--- src/rtl/csfm_pkg.sv ---
/*
  Shared constants, types and helpers of the clock switch and fail-safe monitor.
  Assumes a 250 MHz system clock and a 32-bit APB register port.
*/
package csfm_pkg;

  localparam int unsigned CLK_HZ           = 250_000_000;
  localparam int unsigned LOW_POWER_RC_OSC_HZ          = 31_000;
  localparam int unsigned TICK_DIV_DFLT    = CLK_HZ / LOW_POWER_RC_OSC_HZ;
  localparam int unsigned DELAY_TICKS_DFLT = 64;
  localparam int unsigned MISS_TICKS_DFLT  = 2;

  localparam logic [11:0] CTRL_ADDR = 12'h000;
  localparam logic [11:0] STAT_ADDR = 12'h004;

  localparam int unsigned CUR_LSB  = 12;
  localparam int unsigned NEW_LSB  = 8;
  localparam int unsigned LOCK_BIT = 5;
  localparam int unsigned CF_BIT   = 3;
  localparam int unsigned KEEP_BIT = 1;
  localparam int unsigned REQ_BIT  = 0;
  localparam int unsigned HI_LANE  = 1;
  localparam int unsigned LO_LANE  = 0;

  localparam logic [7:0] KEY_HI1 = 8'h78;
  localparam logic [7:0] KEY_HI2 = 8'h9a;
  localparam logic [7:0] KEY_LO1 = 8'h46;
  localparam logic [7:0] KEY_LO2 = 8'h57;

  localparam logic [1:0] CFG_MON_ON = 2'h0;
  localparam int unsigned CFG_SW_BIT = 1;

  localparam logic [2:0] OSC_FRC     = 3'h0;
  localparam logic [2:0] OSC_FRC_PLL = 3'h1;
  localparam logic [2:0] OSC_PRI     = 3'h2;
  localparam logic [2:0] OSC_PRI_PLL = 3'h3;
  localparam logic [2:0] OSC_SEC     = 3'h4;
  localparam logic [2:0] OSC_LOW_POWER_RC_OSC    = 3'h5;
  localparam logic [2:0] OSC_FRC_DIV = 3'h7;

  localparam logic [1:0] SUB_EC = 2'h0;
  localparam logic [1:0] SUB_XT = 2'h1;
  localparam logic [1:0] SUB_HS = 2'h2;

  localparam int unsigned SRC_FRC  = 0;
  localparam int unsigned SRC_PRI  = 1;
  localparam int unsigned SRC_SEC  = 2;
  localparam int unsigned SRC_LOW_POWER_RC_OSC = 3;
  localparam int unsigned SRC_PLL  = 4;
  localparam int unsigned SRC_N    = 5;

  typedef enum logic [2:0] {SW_IDLE = 3'h1, SW_CHECK = 3'h2, SW_WAIT = 3'h4} csfm_sw_t;
  typedef enum logic [2:0] {UL_IDLE = 3'h1, UL_KEY1 = 3'h2, UL_OPEN = 3'h4} csfm_ul_t;

  function automatic logic is_pll(input logic [2:0] osc);
    return (osc == OSC_FRC_PLL) || (osc == OSC_PRI_PLL);
  endfunction

  function automatic logic is_pri(input logic [2:0] osc);
    return (osc == OSC_PRI) || (osc == OSC_PRI_PLL);
  endfunction

  // Crystal targets need the start-up timer; EC does not
  function automatic logic needs_ost(input logic [2:0] osc, input logic [1:0] sub);
    return (is_pri(osc) && (sub != SUB_EC)) || (osc == OSC_SEC);
  endfunction

  function automatic logic delay_src(input logic [2:0] osc, input logic [1:0] sub);
    return (is_pri(osc) && (sub != SUB_XT)) || (osc == OSC_SEC);
  endfunction

  function automatic logic [SRC_N-1:0] src_mask(input logic [2:0] osc);
    logic [SRC_N-1:0] m;
    m = '0;
    case (osc)
      OSC_FRC_PLL: begin
        m[SRC_FRC] = 1'b1;
        m[SRC_PLL] = 1'b1;
      end
      OSC_PRI:     m[SRC_PRI] = 1'b1;
      OSC_PRI_PLL: begin
        m[SRC_PRI] = 1'b1;
        m[SRC_PLL] = 1'b1;
      end
      OSC_SEC:     m[SRC_SEC] = 1'b1;
      OSC_LOW_POWER_RC_OSC:    m[SRC_LOW_POWER_RC_OSC] = 1'b1;
      default:     m[SRC_FRC] = 1'b1;
    endcase
    return m;
  endfunction

endpackage

--- src/rtl/csfm_unlock.sv ---
/*
  Keyed unlock tracker for one byte of the oscillator control register.
  Assumes i_access pulses once per completed APB access to that register.
*/
`timescale 1ns/1ps
module csfm_unlock
  import csfm_pkg::*;
#(
  parameter logic [7:0] KEY1 = 8'h00,
  parameter logic [7:0] KEY2 = 8'h00
) (
  input  wire logic       i_clock,
  input  wire logic       i_rst_n,
  input  wire logic       i_access,
  input  wire logic       i_lane_wr,
  input  wire logic [7:0] i_data,
  output logic            o_open
);

  csfm_ul_t st_q;

  always_ff @(posedge i_clock) begin
    if (!i_rst_n) begin
      st_q <= UL_IDLE;
    end else if (i_access) begin
      case (st_q)
        UL_IDLE: st_q <= (i_lane_wr && i_data == KEY1) ? UL_KEY1 : UL_IDLE;
        UL_KEY1: st_q <= (i_lane_wr && i_data == KEY2) ? UL_OPEN : UL_IDLE;
        UL_OPEN: st_q <= UL_IDLE;
        default: st_q <= UL_IDLE;
      endcase
    end
  end

  assign o_open = (st_q == UL_OPEN);
endmodule

--- src/rtl/csfm_fail_mon.sv ---
/*
  Fail-safe clock monitor core: start delay, then heartbeat watch per LOW_POWER_RC_OSC tick.
  Assumes synchronised heartbeat edges and a one-cycle tick enable.
*/
`timescale 1ns/1ps
module csfm_fail_mon
  import csfm_pkg::*;
#(
  parameter int unsigned DELAY_TICKS = DELAY_TICKS_DFLT,
  parameter int unsigned MISS_TICKS  = MISS_TICKS_DFLT
) (
  input  wire logic i_clock,
  input  wire logic i_rst_n,
  input  wire logic i_arm,
  input  wire logic i_start,
  input  wire logic i_delay_applies,
  input  wire logic i_tick,
  input  wire logic i_hb_edge,
  input  wire logic i_src_ready,
  output logic      o_fail,
  output logic      o_delaying
);

  localparam int unsigned DW = $clog2(DELAY_TICKS + 1);
  localparam int unsigned MW = $clog2(MISS_TICKS + 1);

  logic [DW-1:0] dly_q;
  logic [MW-1:0] miss_q;
  logic          fail_q;

  always_ff @(posedge i_clock) begin
    if (!i_rst_n || !i_arm) begin
      dly_q  <= '0;
      miss_q <= '0;
      fail_q <= 1'b0;
    end else begin
      fail_q <= 1'b0;
      if (i_start && i_delay_applies) begin
        dly_q  <= DW'(DELAY_TICKS);
        miss_q <= '0;
      end else if (dly_q != '0) begin
        if (i_tick) begin
          dly_q <= dly_q - 1'b1;
          if (dly_q == DW'(1) && !i_src_ready) begin
            fail_q <= 1'b1;
          end
        end
      end else if (i_hb_edge) begin
        miss_q <= '0;
      end else if (i_tick) begin
        if (miss_q == MW'(MISS_TICKS - 1)) begin
          fail_q <= 1'b1;
          miss_q <= '0;
        end else begin
          miss_q <= miss_q + 1'b1;
        end
      end
    end
  end

  assign o_fail     = fail_q;
  assign o_delaying = (dly_q != '0);
endmodule

--- src/rtl/csfm_top.sv ---
/*
  Clock switch controller with fail-safe clock monitor, APB register slave.
  Assumes static configuration straps, asynchronous oscillator status pins,
  and a sleep level from core logic on i_clock.
*/
// Functional notes
// - monitor on only when config field is 00
// - LOW_POWER_RC_OSC kept running while monitoring, except sleep
// - clock failure raises trap, selects fast RC
// - monitor watches whatever source drives sysclk
// - failure loads current 000, sets fail, cancels
// - start delay after reset or wake, some sources
// - delay expiry before start counts as failure
// - watchdog clock untouched by clock failure
// - primary submode only from configuration straps
// - switching needs upper config bit zero
// - switching off: current follows initial config
// - switching off: request bit ignored, reads zero
// - high byte unlocked by 78h then 9Ah
// - low byte unlocked by 46h then 57h
// - unlocked byte writable for one access only
// - equal current and new: redundant, request cleared
// - valid request clears lock and fail flags
// - start target, wait timer or PLL lock
// - stable target: switch, clear request, copy field
// - old source powered down, with exceptions
// - absent target: wait forever, request stays set
// - clearing request aborts, stops timer and PLL
// - sleep aborts switch, keeps clock, clears request
`timescale 1ns/1ps
module csfm_top
  import csfm_pkg::*;
#(
  parameter int unsigned TICK_DIV    = TICK_DIV_DFLT,
  parameter int unsigned DELAY_TICKS = DELAY_TICKS_DFLT,
  parameter int unsigned MISS_TICKS  = MISS_TICKS_DFLT
) (
  input  wire logic             i_clock,
  input  wire logic             i_rst_n,
  input  wire logic             i_psel,
  input  wire logic             i_penable,
  input  wire logic             i_pwrite,
  input  wire logic [11:0]      i_paddr,
  input  wire logic [31:0]      i_pwdata,
  input  wire logic [3:0]       i_pstrb,
  output logic      [31:0]      o_prdata,
  output logic                  o_pready,
  output logic                  o_pslverr,
  input  wire logic [1:0]       i_clock_switch_monitor_config,
  input  wire logic [2:0]       i_initial_osc_config,
  input  wire logic [1:0]       i_primary_submode_config,
  input  wire logic             i_watchdog_enable,
  input  wire logic             i_sleep,
  input  wire logic             i_internal_system_reset,
  input  wire logic             i_sysclk_heartbeat,
  input  wire logic             i_osc_startup_timer_done,
  input  wire logic             i_pll_lock,
  input  wire logic             i_source_ready,
  output logic      [SRC_N-1:0] o_src_on,
  output logic      [2:0]       o_sysclk_sel,
  output logic      [1:0]       o_primary_submode,
  output logic                  o_osc_startup_timer_run,
  output logic                  o_clock_fail_trap
);

  localparam int unsigned TW = $clog2(TICK_DIV);

  logic [3:0]    s1_q, s2_q, s3_q, filt_q, filt_d;
  logic          hb_edge_q;
  logic [TW-1:0] tick_cnt_q;
  logic          tick_q;
  logic          loaded_q, isr_prev_q, sleep_prev_q;
  logic          pready_q, pslverr_q;
  logic [31:0]   prdata_q, rd_val;
  csfm_sw_t      st_q;
  logic          req_q, lock_q, cf_q, keep_q;
  logic [2:0]    cur_q, new_q;
  logic [SRC_N-1:0] on_q, on_d;
  logic          ost_run_q, trap_q;
  logic [2:0]    sel_q;
  logic [1:0]    sub_q;

  logic sw_en, mon_en, acc, setup, hit_ctrl, hit_stat, ctrl_acc;
  logic wr_hi, wr_lo, hi_open, lo_open, hi_ok, lo_ok, sw_set, sw_clr;
  logic fail, delaying, start, arm, ready, valid_go, busy;

  assign sw_en  = !i_clock_switch_monitor_config[CFG_SW_BIT];
  assign mon_en = (i_clock_switch_monitor_config == CFG_MON_ON);

  // Status pins are async: third stage must agree with second
  assign filt_d = (s2_q & s3_q) | (filt_q & ~(s2_q ^ s3_q));

  always_ff @(posedge i_clock) begin
    if (!i_rst_n) begin
      s1_q      <= '0;
      s2_q      <= '0;
      s3_q      <= '0;
      filt_q    <= '0;
      hb_edge_q <= 1'b0;
    end else begin
      s1_q      <= {i_source_ready, i_pll_lock, i_osc_startup_timer_done, i_sysclk_heartbeat};
      s2_q      <= s1_q;
      s3_q      <= s2_q;
      filt_q    <= filt_d;
      hb_edge_q <= filt_d[0] ^ filt_q[0];
    end
  end

  // LOW_POWER_RC_OSC-rate enable; the monitor counts these instead of a second clock
  always_ff @(posedge i_clock) begin
    if (!i_rst_n) begin
      tick_cnt_q <= '0;
      tick_q     <= 1'b0;
    end else begin
      tick_q     <= (tick_cnt_q == TW'(TICK_DIV - 1));
      tick_cnt_q <= (tick_cnt_q == TW'(TICK_DIV - 1)) ? '0 : tick_cnt_q + 1'b1;
    end
  end

  always_ff @(posedge i_clock) begin
    if (!i_rst_n) begin
      loaded_q     <= 1'b0;
      isr_prev_q   <= 1'b1;
      sleep_prev_q <= 1'b0;
    end else begin
      loaded_q     <= 1'b1;
      // Hold the release edge until the monitor can arm
      isr_prev_q   <= loaded_q ? i_internal_system_reset : 1'b1;
      sleep_prev_q <= i_sleep;
    end
  end

  // APB: one wait state, answer on the second access cycle
  assign setup    = i_psel && i_penable && !pready_q;
  assign acc      = i_psel && i_penable && pready_q;
  assign hit_ctrl = (i_paddr == CTRL_ADDR);
  assign hit_stat = (i_paddr == STAT_ADDR);
  assign ctrl_acc = acc && hit_ctrl;
  assign wr_hi    = ctrl_acc && i_pwrite && i_pstrb[HI_LANE];
  assign wr_lo    = ctrl_acc && i_pwrite && i_pstrb[LO_LANE];

  always_comb begin
    rd_val = '0;
    if (hit_ctrl) begin
      rd_val[CUR_LSB +: 3] = cur_q;
      rd_val[NEW_LSB +: 3] = new_q;
      rd_val[LOCK_BIT]     = lock_q;
      rd_val[CF_BIT]       = cf_q;
      rd_val[KEEP_BIT]     = keep_q;
      rd_val[REQ_BIT]      = req_q && sw_en;
    end else if (hit_stat) begin
      rd_val[3:0] = {busy || (st_q == SW_CHECK), delaying, sw_en, mon_en};
    end
  end

  always_ff @(posedge i_clock) begin
    if (!i_rst_n) begin
      pready_q  <= 1'b0;
      pslverr_q <= 1'b0;
      prdata_q  <= '0;
    end else begin
      pready_q  <= setup;
      pslverr_q <= setup && !(hit_ctrl || hit_stat);
      prdata_q  <= (setup && !i_pwrite) ? rd_val : '0;
    end
  end

  csfm_unlock #(
    .KEY1 (KEY_HI1),
    .KEY2 (KEY_HI2)
  ) u_unlock_hi (
    .i_clock   (i_clock),
    .i_rst_n   (i_rst_n),
    .i_access  (ctrl_acc),
    .i_lane_wr (wr_hi),
    .i_data    (i_pwdata[15:8]),
    .o_open    (hi_open)
  );

  csfm_unlock #(
    .KEY1 (KEY_LO1),
    .KEY2 (KEY_LO2)
  ) u_unlock_lo (
    .i_clock   (i_clock),
    .i_rst_n   (i_rst_n),
    .i_access  (ctrl_acc),
    .i_lane_wr (wr_lo),
    .i_data    (i_pwdata[7:0]),
    .o_open    (lo_open)
  );

  assign hi_ok    = wr_hi && hi_open;
  assign lo_ok    = wr_lo && lo_open;
  assign sw_set   = lo_ok && sw_en && i_pwdata[REQ_BIT];
  assign sw_clr   = lo_ok && !i_pwdata[REQ_BIT];
  assign busy     = (st_q == SW_WAIT);
  assign valid_go = (st_q == SW_CHECK) && (new_q != cur_q);
  assign ready    = (!needs_ost(new_q, i_primary_submode_config) || filt_q[1])
                 && (!is_pll(new_q) || filt_q[2]);

  assign start = (isr_prev_q && !i_internal_system_reset) || (sleep_prev_q && !i_sleep);
  assign arm   = mon_en && loaded_q && !i_sleep;

  csfm_fail_mon #(
    .DELAY_TICKS (DELAY_TICKS),
    .MISS_TICKS  (MISS_TICKS)
  ) u_fail_mon (
    .i_clock         (i_clock),
    .i_rst_n         (i_rst_n),
    .i_arm           (arm),
    .i_start         (start),
    .i_delay_applies (delay_src(cur_q, i_primary_submode_config)),
    .i_tick          (tick_q),
    .i_hb_edge       (hb_edge_q),
    .i_src_ready     (filt_q[3]),
    .o_fail          (fail),
    .o_delaying      (delaying)
  );

  always_ff @(posedge i_clock) begin
    if (!i_rst_n) begin
      st_q  <= SW_IDLE;
      req_q <= 1'b0;
      cur_q <= OSC_FRC;
    end else if (!loaded_q || !sw_en) begin
      st_q  <= SW_IDLE;
      req_q <= 1'b0;
      cur_q <= i_initial_osc_config;
    end else if (fail) begin
      st_q  <= SW_IDLE;
      req_q <= 1'b0;
      cur_q <= OSC_FRC;
    end else if (i_sleep) begin
      st_q  <= SW_IDLE;
      req_q <= 1'b0;
    end else if (sw_set) begin
      st_q  <= SW_CHECK;
      req_q <= 1'b1;
    end else if (sw_clr) begin
      st_q  <= SW_IDLE;
      req_q <= 1'b0;
    end else begin
      case (st_q)
        SW_IDLE: st_q <= SW_IDLE;
        SW_CHECK: begin
          if (new_q == cur_q) begin
            req_q <= 1'b0;
            st_q  <= SW_IDLE;
          end else begin
            st_q  <= SW_WAIT;
          end
        end
        SW_WAIT: begin
          if (ready) begin
            cur_q <= new_q;
            req_q <= 1'b0;
            st_q  <= SW_IDLE;
          end
        end
        default: st_q <= SW_IDLE;
      endcase
    end
  end

  always_ff @(posedge i_clock) begin
    if (!i_rst_n) begin
      lock_q <= 1'b0;
      cf_q   <= 1'b0;
    end else begin
      lock_q <= !valid_go && filt_q[2] && on_q[SRC_PLL];
      // Hardware set beats a same-cycle software clear
      if (fail) begin
        cf_q <= 1'b1;
      end else if (valid_go || (lo_ok && !i_pwdata[CF_BIT])) begin
        cf_q <= 1'b0;
      end
    end
  end

  always_ff @(posedge i_clock) begin
    if (!i_rst_n) begin
      new_q  <= OSC_FRC;
      keep_q <= 1'b0;
    end else if (!loaded_q) begin
      new_q  <= i_initial_osc_config;
    end else begin
      if (hi_ok) begin
        new_q <= i_pwdata[NEW_LSB +: 3];
      end
      if (lo_ok) begin
        keep_q <= i_pwdata[KEEP_BIT];
      end
    end
  end

  always_comb begin
    on_d = src_mask(cur_q) | (busy ? src_mask(new_q) : '0);
    if (keep_q) begin
      on_d[SRC_SEC] = 1'b1;
    end
    if (i_watchdog_enable || (mon_en && !i_sleep)) begin
      on_d[SRC_LOW_POWER_RC_OSC] = 1'b1;
    end
  end

  always_ff @(posedge i_clock) begin
    if (!i_rst_n) begin
      on_q      <= '0;
      ost_run_q <= 1'b0;
      trap_q    <= 1'b0;
      sel_q     <= OSC_FRC;
      sub_q     <= SUB_EC;
    end else begin
      on_q      <= on_d;
      ost_run_q <= busy && needs_ost(new_q, i_primary_submode_config);
      trap_q    <= fail;
      sel_q     <= cur_q;
      sub_q     <= i_primary_submode_config;
    end
  end

  assign o_prdata                = prdata_q;
  assign o_pready                = pready_q;
  assign o_pslverr               = pslverr_q;
  assign o_src_on                = on_q;
  assign o_sysclk_sel            = sel_q;
  assign o_primary_submode       = sub_q;
  assign o_osc_startup_timer_run = ost_run_q;
  assign o_clock_fail_trap       = trap_q;
endmodule

--- config.mk ---
export PLATFORM = sky130hd
export DESIGN_NAME = csfm_top
export DESIGN_NICKNAME = d
export VERILOG_FILES = /design/src/rtl/csfm_pkg.sv /design/src/rtl/csfm_unlock.sv /design/src/rtl/csfm_fail_mon.sv /design/src/rtl/csfm_top.sv
export SDC_FILE = /design/constraint.sdc
export NUM_CORES = 1
export LEC_CHECK = 0
export ABC_AREA = 1
export BUFFER_PORTS_ARGS = -buffer_cell sky130_fd_sc_hd__buf_2
export CELL_PAD_IN_SITES_DETAIL_PLACEMENT = 0
export CELL_PAD_IN_SITES_GLOBAL_PLACEMENT = 1
export CORE_MARGIN = 2
export CORE_UTILIZATION = 39
export CTS_BUF_LIST = sky130_fd_sc_hd__clkbuf_8 sky130_fd_sc_hd__clkbuf_16
export DETAILED_ROUTE_END_ITERATION = 10
export GPL_TIMING_DRIVEN = 0
export PLACE_DENSITY_LB_ADDON = 0.1
export SKIP_LAST_GASP = 1
export SLEW_MARGIN = 20
export SYNTH_ARGS = -nofsm -noshare
export SYNTH_HDL_FRONTEND = slang
export SYNTH_SLANG_ARGS = --single-unit
export TNS_END_PERCENT = 100
--- constraint.sdc ---
create_clock -name i_clock -period 3.2 [get_ports i_clock]
set_input_delay 0 -clock i_clock [delete_from_list [all_inputs] [get_ports i_clock]]
set_output_delay 0 -clock i_clock [all_outputs]
set_load 0.02 [all_outputs]
# Word-level counts from Yosys, hierarchy flattened
# Index checks and enable logic that the tools add are counted.
# word_totals
reg_bits	109
latchBits	0
mem_bits_rw	0
mem_bits_ro	0
in_bits	67
output_inout_bits	46
memories	0
# classes
add_sub_neg	3
mul	0
div_mod_pow	0
n_lt_le_gt_ge	0
n_eq_ne	36
shift	0
muxes	56
n_bitwise	11
reduce_logical	94
# ops
operator	n
3-bit 2-to-1 mux	13
1-bit logical AND	34
1-bit 2-to-1 mux	26
8-bit by 7-bit == test with 1-bit output (second input constant)	3
3-bit by 2-bit == test with 1-bit output (second input constant)	7
3-bit == test (second input constant)	7
7-bit 2-to-1 mux	3
3-bit case mux with 2 select lines	3
2-bit 2-to-1 mux	8
4-bit OR reduction	4
1-bit zero test	15
1-bit logical OR	14
13-bit by 1-bit adder with 13-bit output (second input constant)	1
13-bit == test (second input constant)	1
12-bit by 3-bit == test with 1-bit output (second input constant)	1
3-bit by 1-bit == test with 1-bit output (second input constant)	4
12-bit zero test	1
2-bit AND reduction	6
2-bit OR reduction	6
2-bit nonzero test	5
3-bit by 1-bit != test with 1-bit output (second input constant)	3
4-bit AND	2
8-bit == test (second input constant)	1
7-bit by 1-bit == test with 1-bit output (second input constant)	1
other kinds (25)	31

# Longest topological paths before layout
# logic_depth
word_depth	14
mapped_depth	11
ltp_nobuf	11

# Cells and area by module
# Synthesis repeated with hierarchy kept, for this count alone.
# hier_totals
hier_cells	549
area_unflattened_um2	4072.7
# by_module_without_submodules
module	instances	cells_each	area_each_um2
csfm_top	1	385	3004.1
csfm_fail_mon	1	85	605.6
csfm_unlock at u_unlock_hi	1	42	240.2
csfm_unlock at u_unlock_lo	1	37	222.7

# Worst setup path after synthesis
# Ideal clock, no wire load.
# synth_path
kind	reg-to-reg
startpoint	register u_fail_mon.dly_q[0]
endpoint	register u_fail_mon.dly_q[5]
setup_time_ns	0.124
arrival_time_ns	1.428
required_time_ns	3.076
path_slack_ns	1.648
stages_incl_launch_ff	12
n_path_buf	0
synth_period_minus_slack_ns	1.552
cell_sequence	dfxtp_1 > inv_1 > ha_1 > inv_1 > nor3_1 > inv_1 > nor2_4 > nor2_2 > nand3_1 > nor2_1 > nand2_1 > nor3b_2
# synth_via
elab_chain_cells	2
word_cells_on_any_way	3
# synth_rtl
element	line_no	text
start: declaration	csfm_fail_mon.sv:27	logic [DW-1:0] dly_q;
start signal: assignment	csfm_fail_mon.sv:39	dly_q <= DW'(DELAY_TICKS);
start signal: assignment	csfm_fail_mon.sv:43	dly_q <= dly_q - 1'b1;
parallel branches: the longest is 2 deep, another holds 7-bit by 1-bit subtractor with 7-bit output	-	
# Several ways; the timed one is not identified.
# A chain may end at the register's enable or synchronous reset.

# Worst setup path in the final report
# layout_path
startpoint	register pready_q (netlist: o_pready)
endpoint	register u_unlock_lo.st_q[0]
# layout_via
elab_chain_cells	7
word_cells_on_any_way	9
# layout_rtl
element	line_no	text
start: declaration	csfm_top.sv:73	logic pready_q, pslverr_q;
start signal: assignment	csfm_top.sv:162	pready_q <= setup;
1-bit logical AND *	csfm_top.sv:135	assign acc = i_psel && i_penable && pready_q;
1-bit logical AND *	csfm_top.sv:138	assign ctrl_acc = acc && hit_ctrl;
1-bit logical AND (2 in series)	csfm_top.sv:140	assign wr_lo = ctrl_acc && i_pwrite && i_pstrb[LO_LANE];
1-bit logical AND (on tied branches)	csfm_unlock.sv:28, csfm_unlock.sv:27	
3-bit 2-to-1 mux / 2-bit 2-to-1 mux (equally long branches)	csfm_unlock.sv:28, csfm_unlock.sv:27	
3-bit case mux with 2 select lines	csfm_unlock.sv:26	case (st_q)
end signal: assignment	csfm_unlock.sv:27	UL_IDLE: st_q <= (i_lane_wr && i_data == KEY1) ? UL_KEY1 : UL_IDLE;
end signal: assignment	csfm_unlock.sv:28	UL_KEY1: st_q <= (i_lane_wr && i_data == KEY2) ? UL_OPEN : UL_IDLE;
end: declaration	csfm_unlock.sv:20	csfm_ul_t st_q;
# Mark *: on every way between the ends. The rest lies on a longest branch, timed or not.

==> impl_metrics.toml <==
[run_status]
outcome = "finished clean"

[detailed_routing]
drtPass1Iterations = 6
drc = 0
avgRoutedWirePerCell_um = 11.40
ant_nets = 0
drtIter0Drc = 101
wl_um = 8695
vias = 3362
vias_per_cell = 4.406

[sta]
finClkSkew_ns = 0.01105
max_freq_mhz = 542.0
final_max_slew_viol_count = 0
rsz0062_at_grt = "false"
tns_ns = 0
fin_crit_sh = 0.5765
slew_headroom = 0.6109
tightest_slew_ns = 0.5836
finalCriticalPeriod_ns = 1.845
holdWs_ns = 0.02547
finalSetupViolCount = 0
hold_viol_final = 0

[logic_synthesis]
synth_cell_types = 40
ys_warn_count = 0
synth.avg_cell_area_um2 = 7.675
postSynthCellCount = 501
ys_seq_area_frac = 0.4582
synth-seq-cells = 88
netlist_area_um2 = 3845

[clocking]
htree_levels = 3
cts_buffers = 9
post_cts_buffers = 0
cts_resized = 0
clkLatencyLatePin_ns = 0.35
clock_path_buffers = 2
cts_tree = "built"
cts-root-buf = "clkbuf_8"
cts_sinks = 88
clk_pin_slew_ns = 0.08

[finish]
syn_to_final_growth_pct = 26.55
num_antenna_cells = 0
final_util = 0.5025
nFillCells = 1031
drive_above_1_share = 0.2143
nNetsFinal = 701
final_cell_mix = "inv_1 (90), dfxtp_1 (88), nand2_1 (82)"
final_common_cell = "inv_1"
design_area_um2 = 4866

[setup_path]
required_ns = 3.44
cp-end-kind = "flop"
ff2ff_setup_slack_ns = 1.36
path_class = "flop to flop"
worstPathArrival_ns = 2.09
critPathLaunchType = "flop"
cp_max_fo = 5

[grt]
antenna_found_initial = 0
grt_use_total = 0.1706
grt_pass1_vias = 3101
grt_start_max_net_pins = 14
grt.overflow.total = 0
grt_pass1_wl_um = 14110

[place]
io_buffers = 73
hpwlAfterDp_um = 6515
gp_congestion = 0.7740
placed_area_um2 = 4452

[pwr]
power.leakage_nw = 2.335
cellPowerDensity_nw_per_um2 = 435.2
irDropWorstVdd_v = 0.0002272

[die]
core_area_um2 = 9684
die_area_um2 = 10670
die_y_um = 103.3
die_w_um = 103.3
start_util = 0.3970
pin_count = 113
row_count = 36

[run]
cap_violations = 0

[hold_path]
min_path_type = "input port to flop"
[logic make-up (layout without fill, tap and decap cells)]
logic type | after synthesis | in the layout | synth area share
compound gates | 65 | 65 | 0.1022
simple gates | 213 | 213 | 0.2603
other cells | 1 | 21 | 0.0009753
fa+ha+maj | 7 | 7 | 0.02278
buf+inv | 119 | 228 | 0.1373
flops | 88 | 88 | 0.4582
xor+xnor | 8 | 8 | 0.01822
[synthesized netlist by cell type, drive strengths merged]
| library cell | n | area, µm² |
|---|---|---|
| a211oi | 4 | 30.03 |
| a21boi | 1 | 7.510 |
| a21oi | 25 | 125.1 |
| a31o | 1 | 8.760 |
| a31oi | 4 | 25.02 |
| and2 | 1 | 6.260 |
| buf | 23 | 167.7 |
| clkbuf | 5 | 18.77 |
| conb | 1 | 3.750 |
| dfxtp | 88 | 1762 |
| ha | 7 | 87.58 |
| inv | 91 | 341.6 |
| nand2 | 84 | 325.3 |
| nand3 | 26 | 135.1 |
| nand4 | 6 | 50.04 |
| nor2 | 66 | 285.3 |
| nor3 | 19 | 120.1 |
| nor3b | 4 | 35.03 |
| nor4 | 4 | 25.02 |
| o211ai | 1 | 21.27 |
| o21a | 3 | 22.52 |
| o21ai | 13 | 65.06 |
| o21bai | 1 | 7.510 |
| o22ai | 9 | 56.30 |
| o31ai | 2 | 15.01 |
| o32ai | 1 | 8.760 |
| or2 | 3 | 18.77 |
| xnor2 | 4 | 35.03 |
| xor2 | 4 | 35.03 |
[layer usage]
layer	global-route usage	vias to the layer above	part of all wire
li1	-	1791	-
met3	0.04167	4	0.041
met2	0.2952	68	0.48
met4	0.04555	0	0.0059
met1	0.2128	1499	0.47
met5	0	-	0
[worst max-delay path: stages, from the launching register on]
cell and delay [ns]:
dfxtp_1 0.35, inv_1 0.04, nor2_1 0.15, nand4_2 0.18
nor2_4 0.20, nand4_1 0.11, dlygate4sd3_1 0.58, nand2_1 0.07
nand2_1 0.04
[final timing paths]
path                                           from                               end  depth (start not counted)
worst max-delay path            o_pready$_SDFF_PN0_  u_unlock_lo.st_q[0]$_SDFFE_PN1N_                          8
worst min-delay path                    i_pwdata[8]             new_q[0]$_SDFFE_PN0P_                          5
worst max register to register  o_pready$_SDFF_PN0_  u_unlock_lo.st_q[0]$_SDFFE_PN1N_                          8
worst min register to register    lock_q$_SDFF_PN0_            o_prdata[5]$_SDFF_PN0_                          2
[layout make-up]
class / instances / area, µm² / area share
sequential: 88 / 1762 / 0.3620
tap: 133 / 166.4 / 0.03420
buffer: 28 / 186.4 / 0.03831
clock inverter: 3 / 42.54 / 0.008743
inverter: 91 / 341.6 / 0.07020
clock buffer: 11 / 151.4 / 0.03111
timing repair buffer: 95 / 585.6 / 0.1203
multi-input combinational: 314 / 1630 / 0.3350
[through the flow]
step | setup WS [ns] | total power, W | std cells
floorplan | 1.648 | 0.001293 | 521
global placement | 1.467 | 0.001360 | 727
detailed placement | 1.434 | 0.001363 | 727
CTS | 1.350 | 0.002150 | 763
global route | 1.174 | 0.002229 | 763
finish | 1.355 | 0.002117 | 763
[timing repair]
item | CTS | global route
endpoints found under the setup margin | 0 | 0
hold buffers | 22 | 0
hold endpoints to repair | 21 | 0
[power breakdown]
part | total (W) | switching [W] | internal, W
clock | 0.000762 | 0.000368 | 0.000394
combinational | 0.000220 | 0.000126 | 0.0000945
sequential | 0.00113 | 0.0000154 | 0.00112
total | 0.00212 | 0.000510 | 0.00161
[flip-flops by register name, indices dropped and copies added, names as in the netlist, 2 cells and up]
| signal | flops |
|---|---|
| u_fail_mon.miss_q | 2 |
| o_sysclk_sel | 3 |
| tick_cnt_q | 13 |
| st_q | 3 |
| filt_q | 4 |
| u_unlock_lo.st_q | 3 |
| o_primary_submode | 2 |
| s3_q | 4 |
| o_prdata | 11 |
| o_src_on | 5 |
| s1_q | 4 |
| s2_q | 4 |
| u_unlock_hi.st_q | 3 |
| u_fail_mon.dly_q | 7 |
| new_q | 3 |
| cur_q | 3 |
Note: power is estimated with default switching activity, not from simulation.
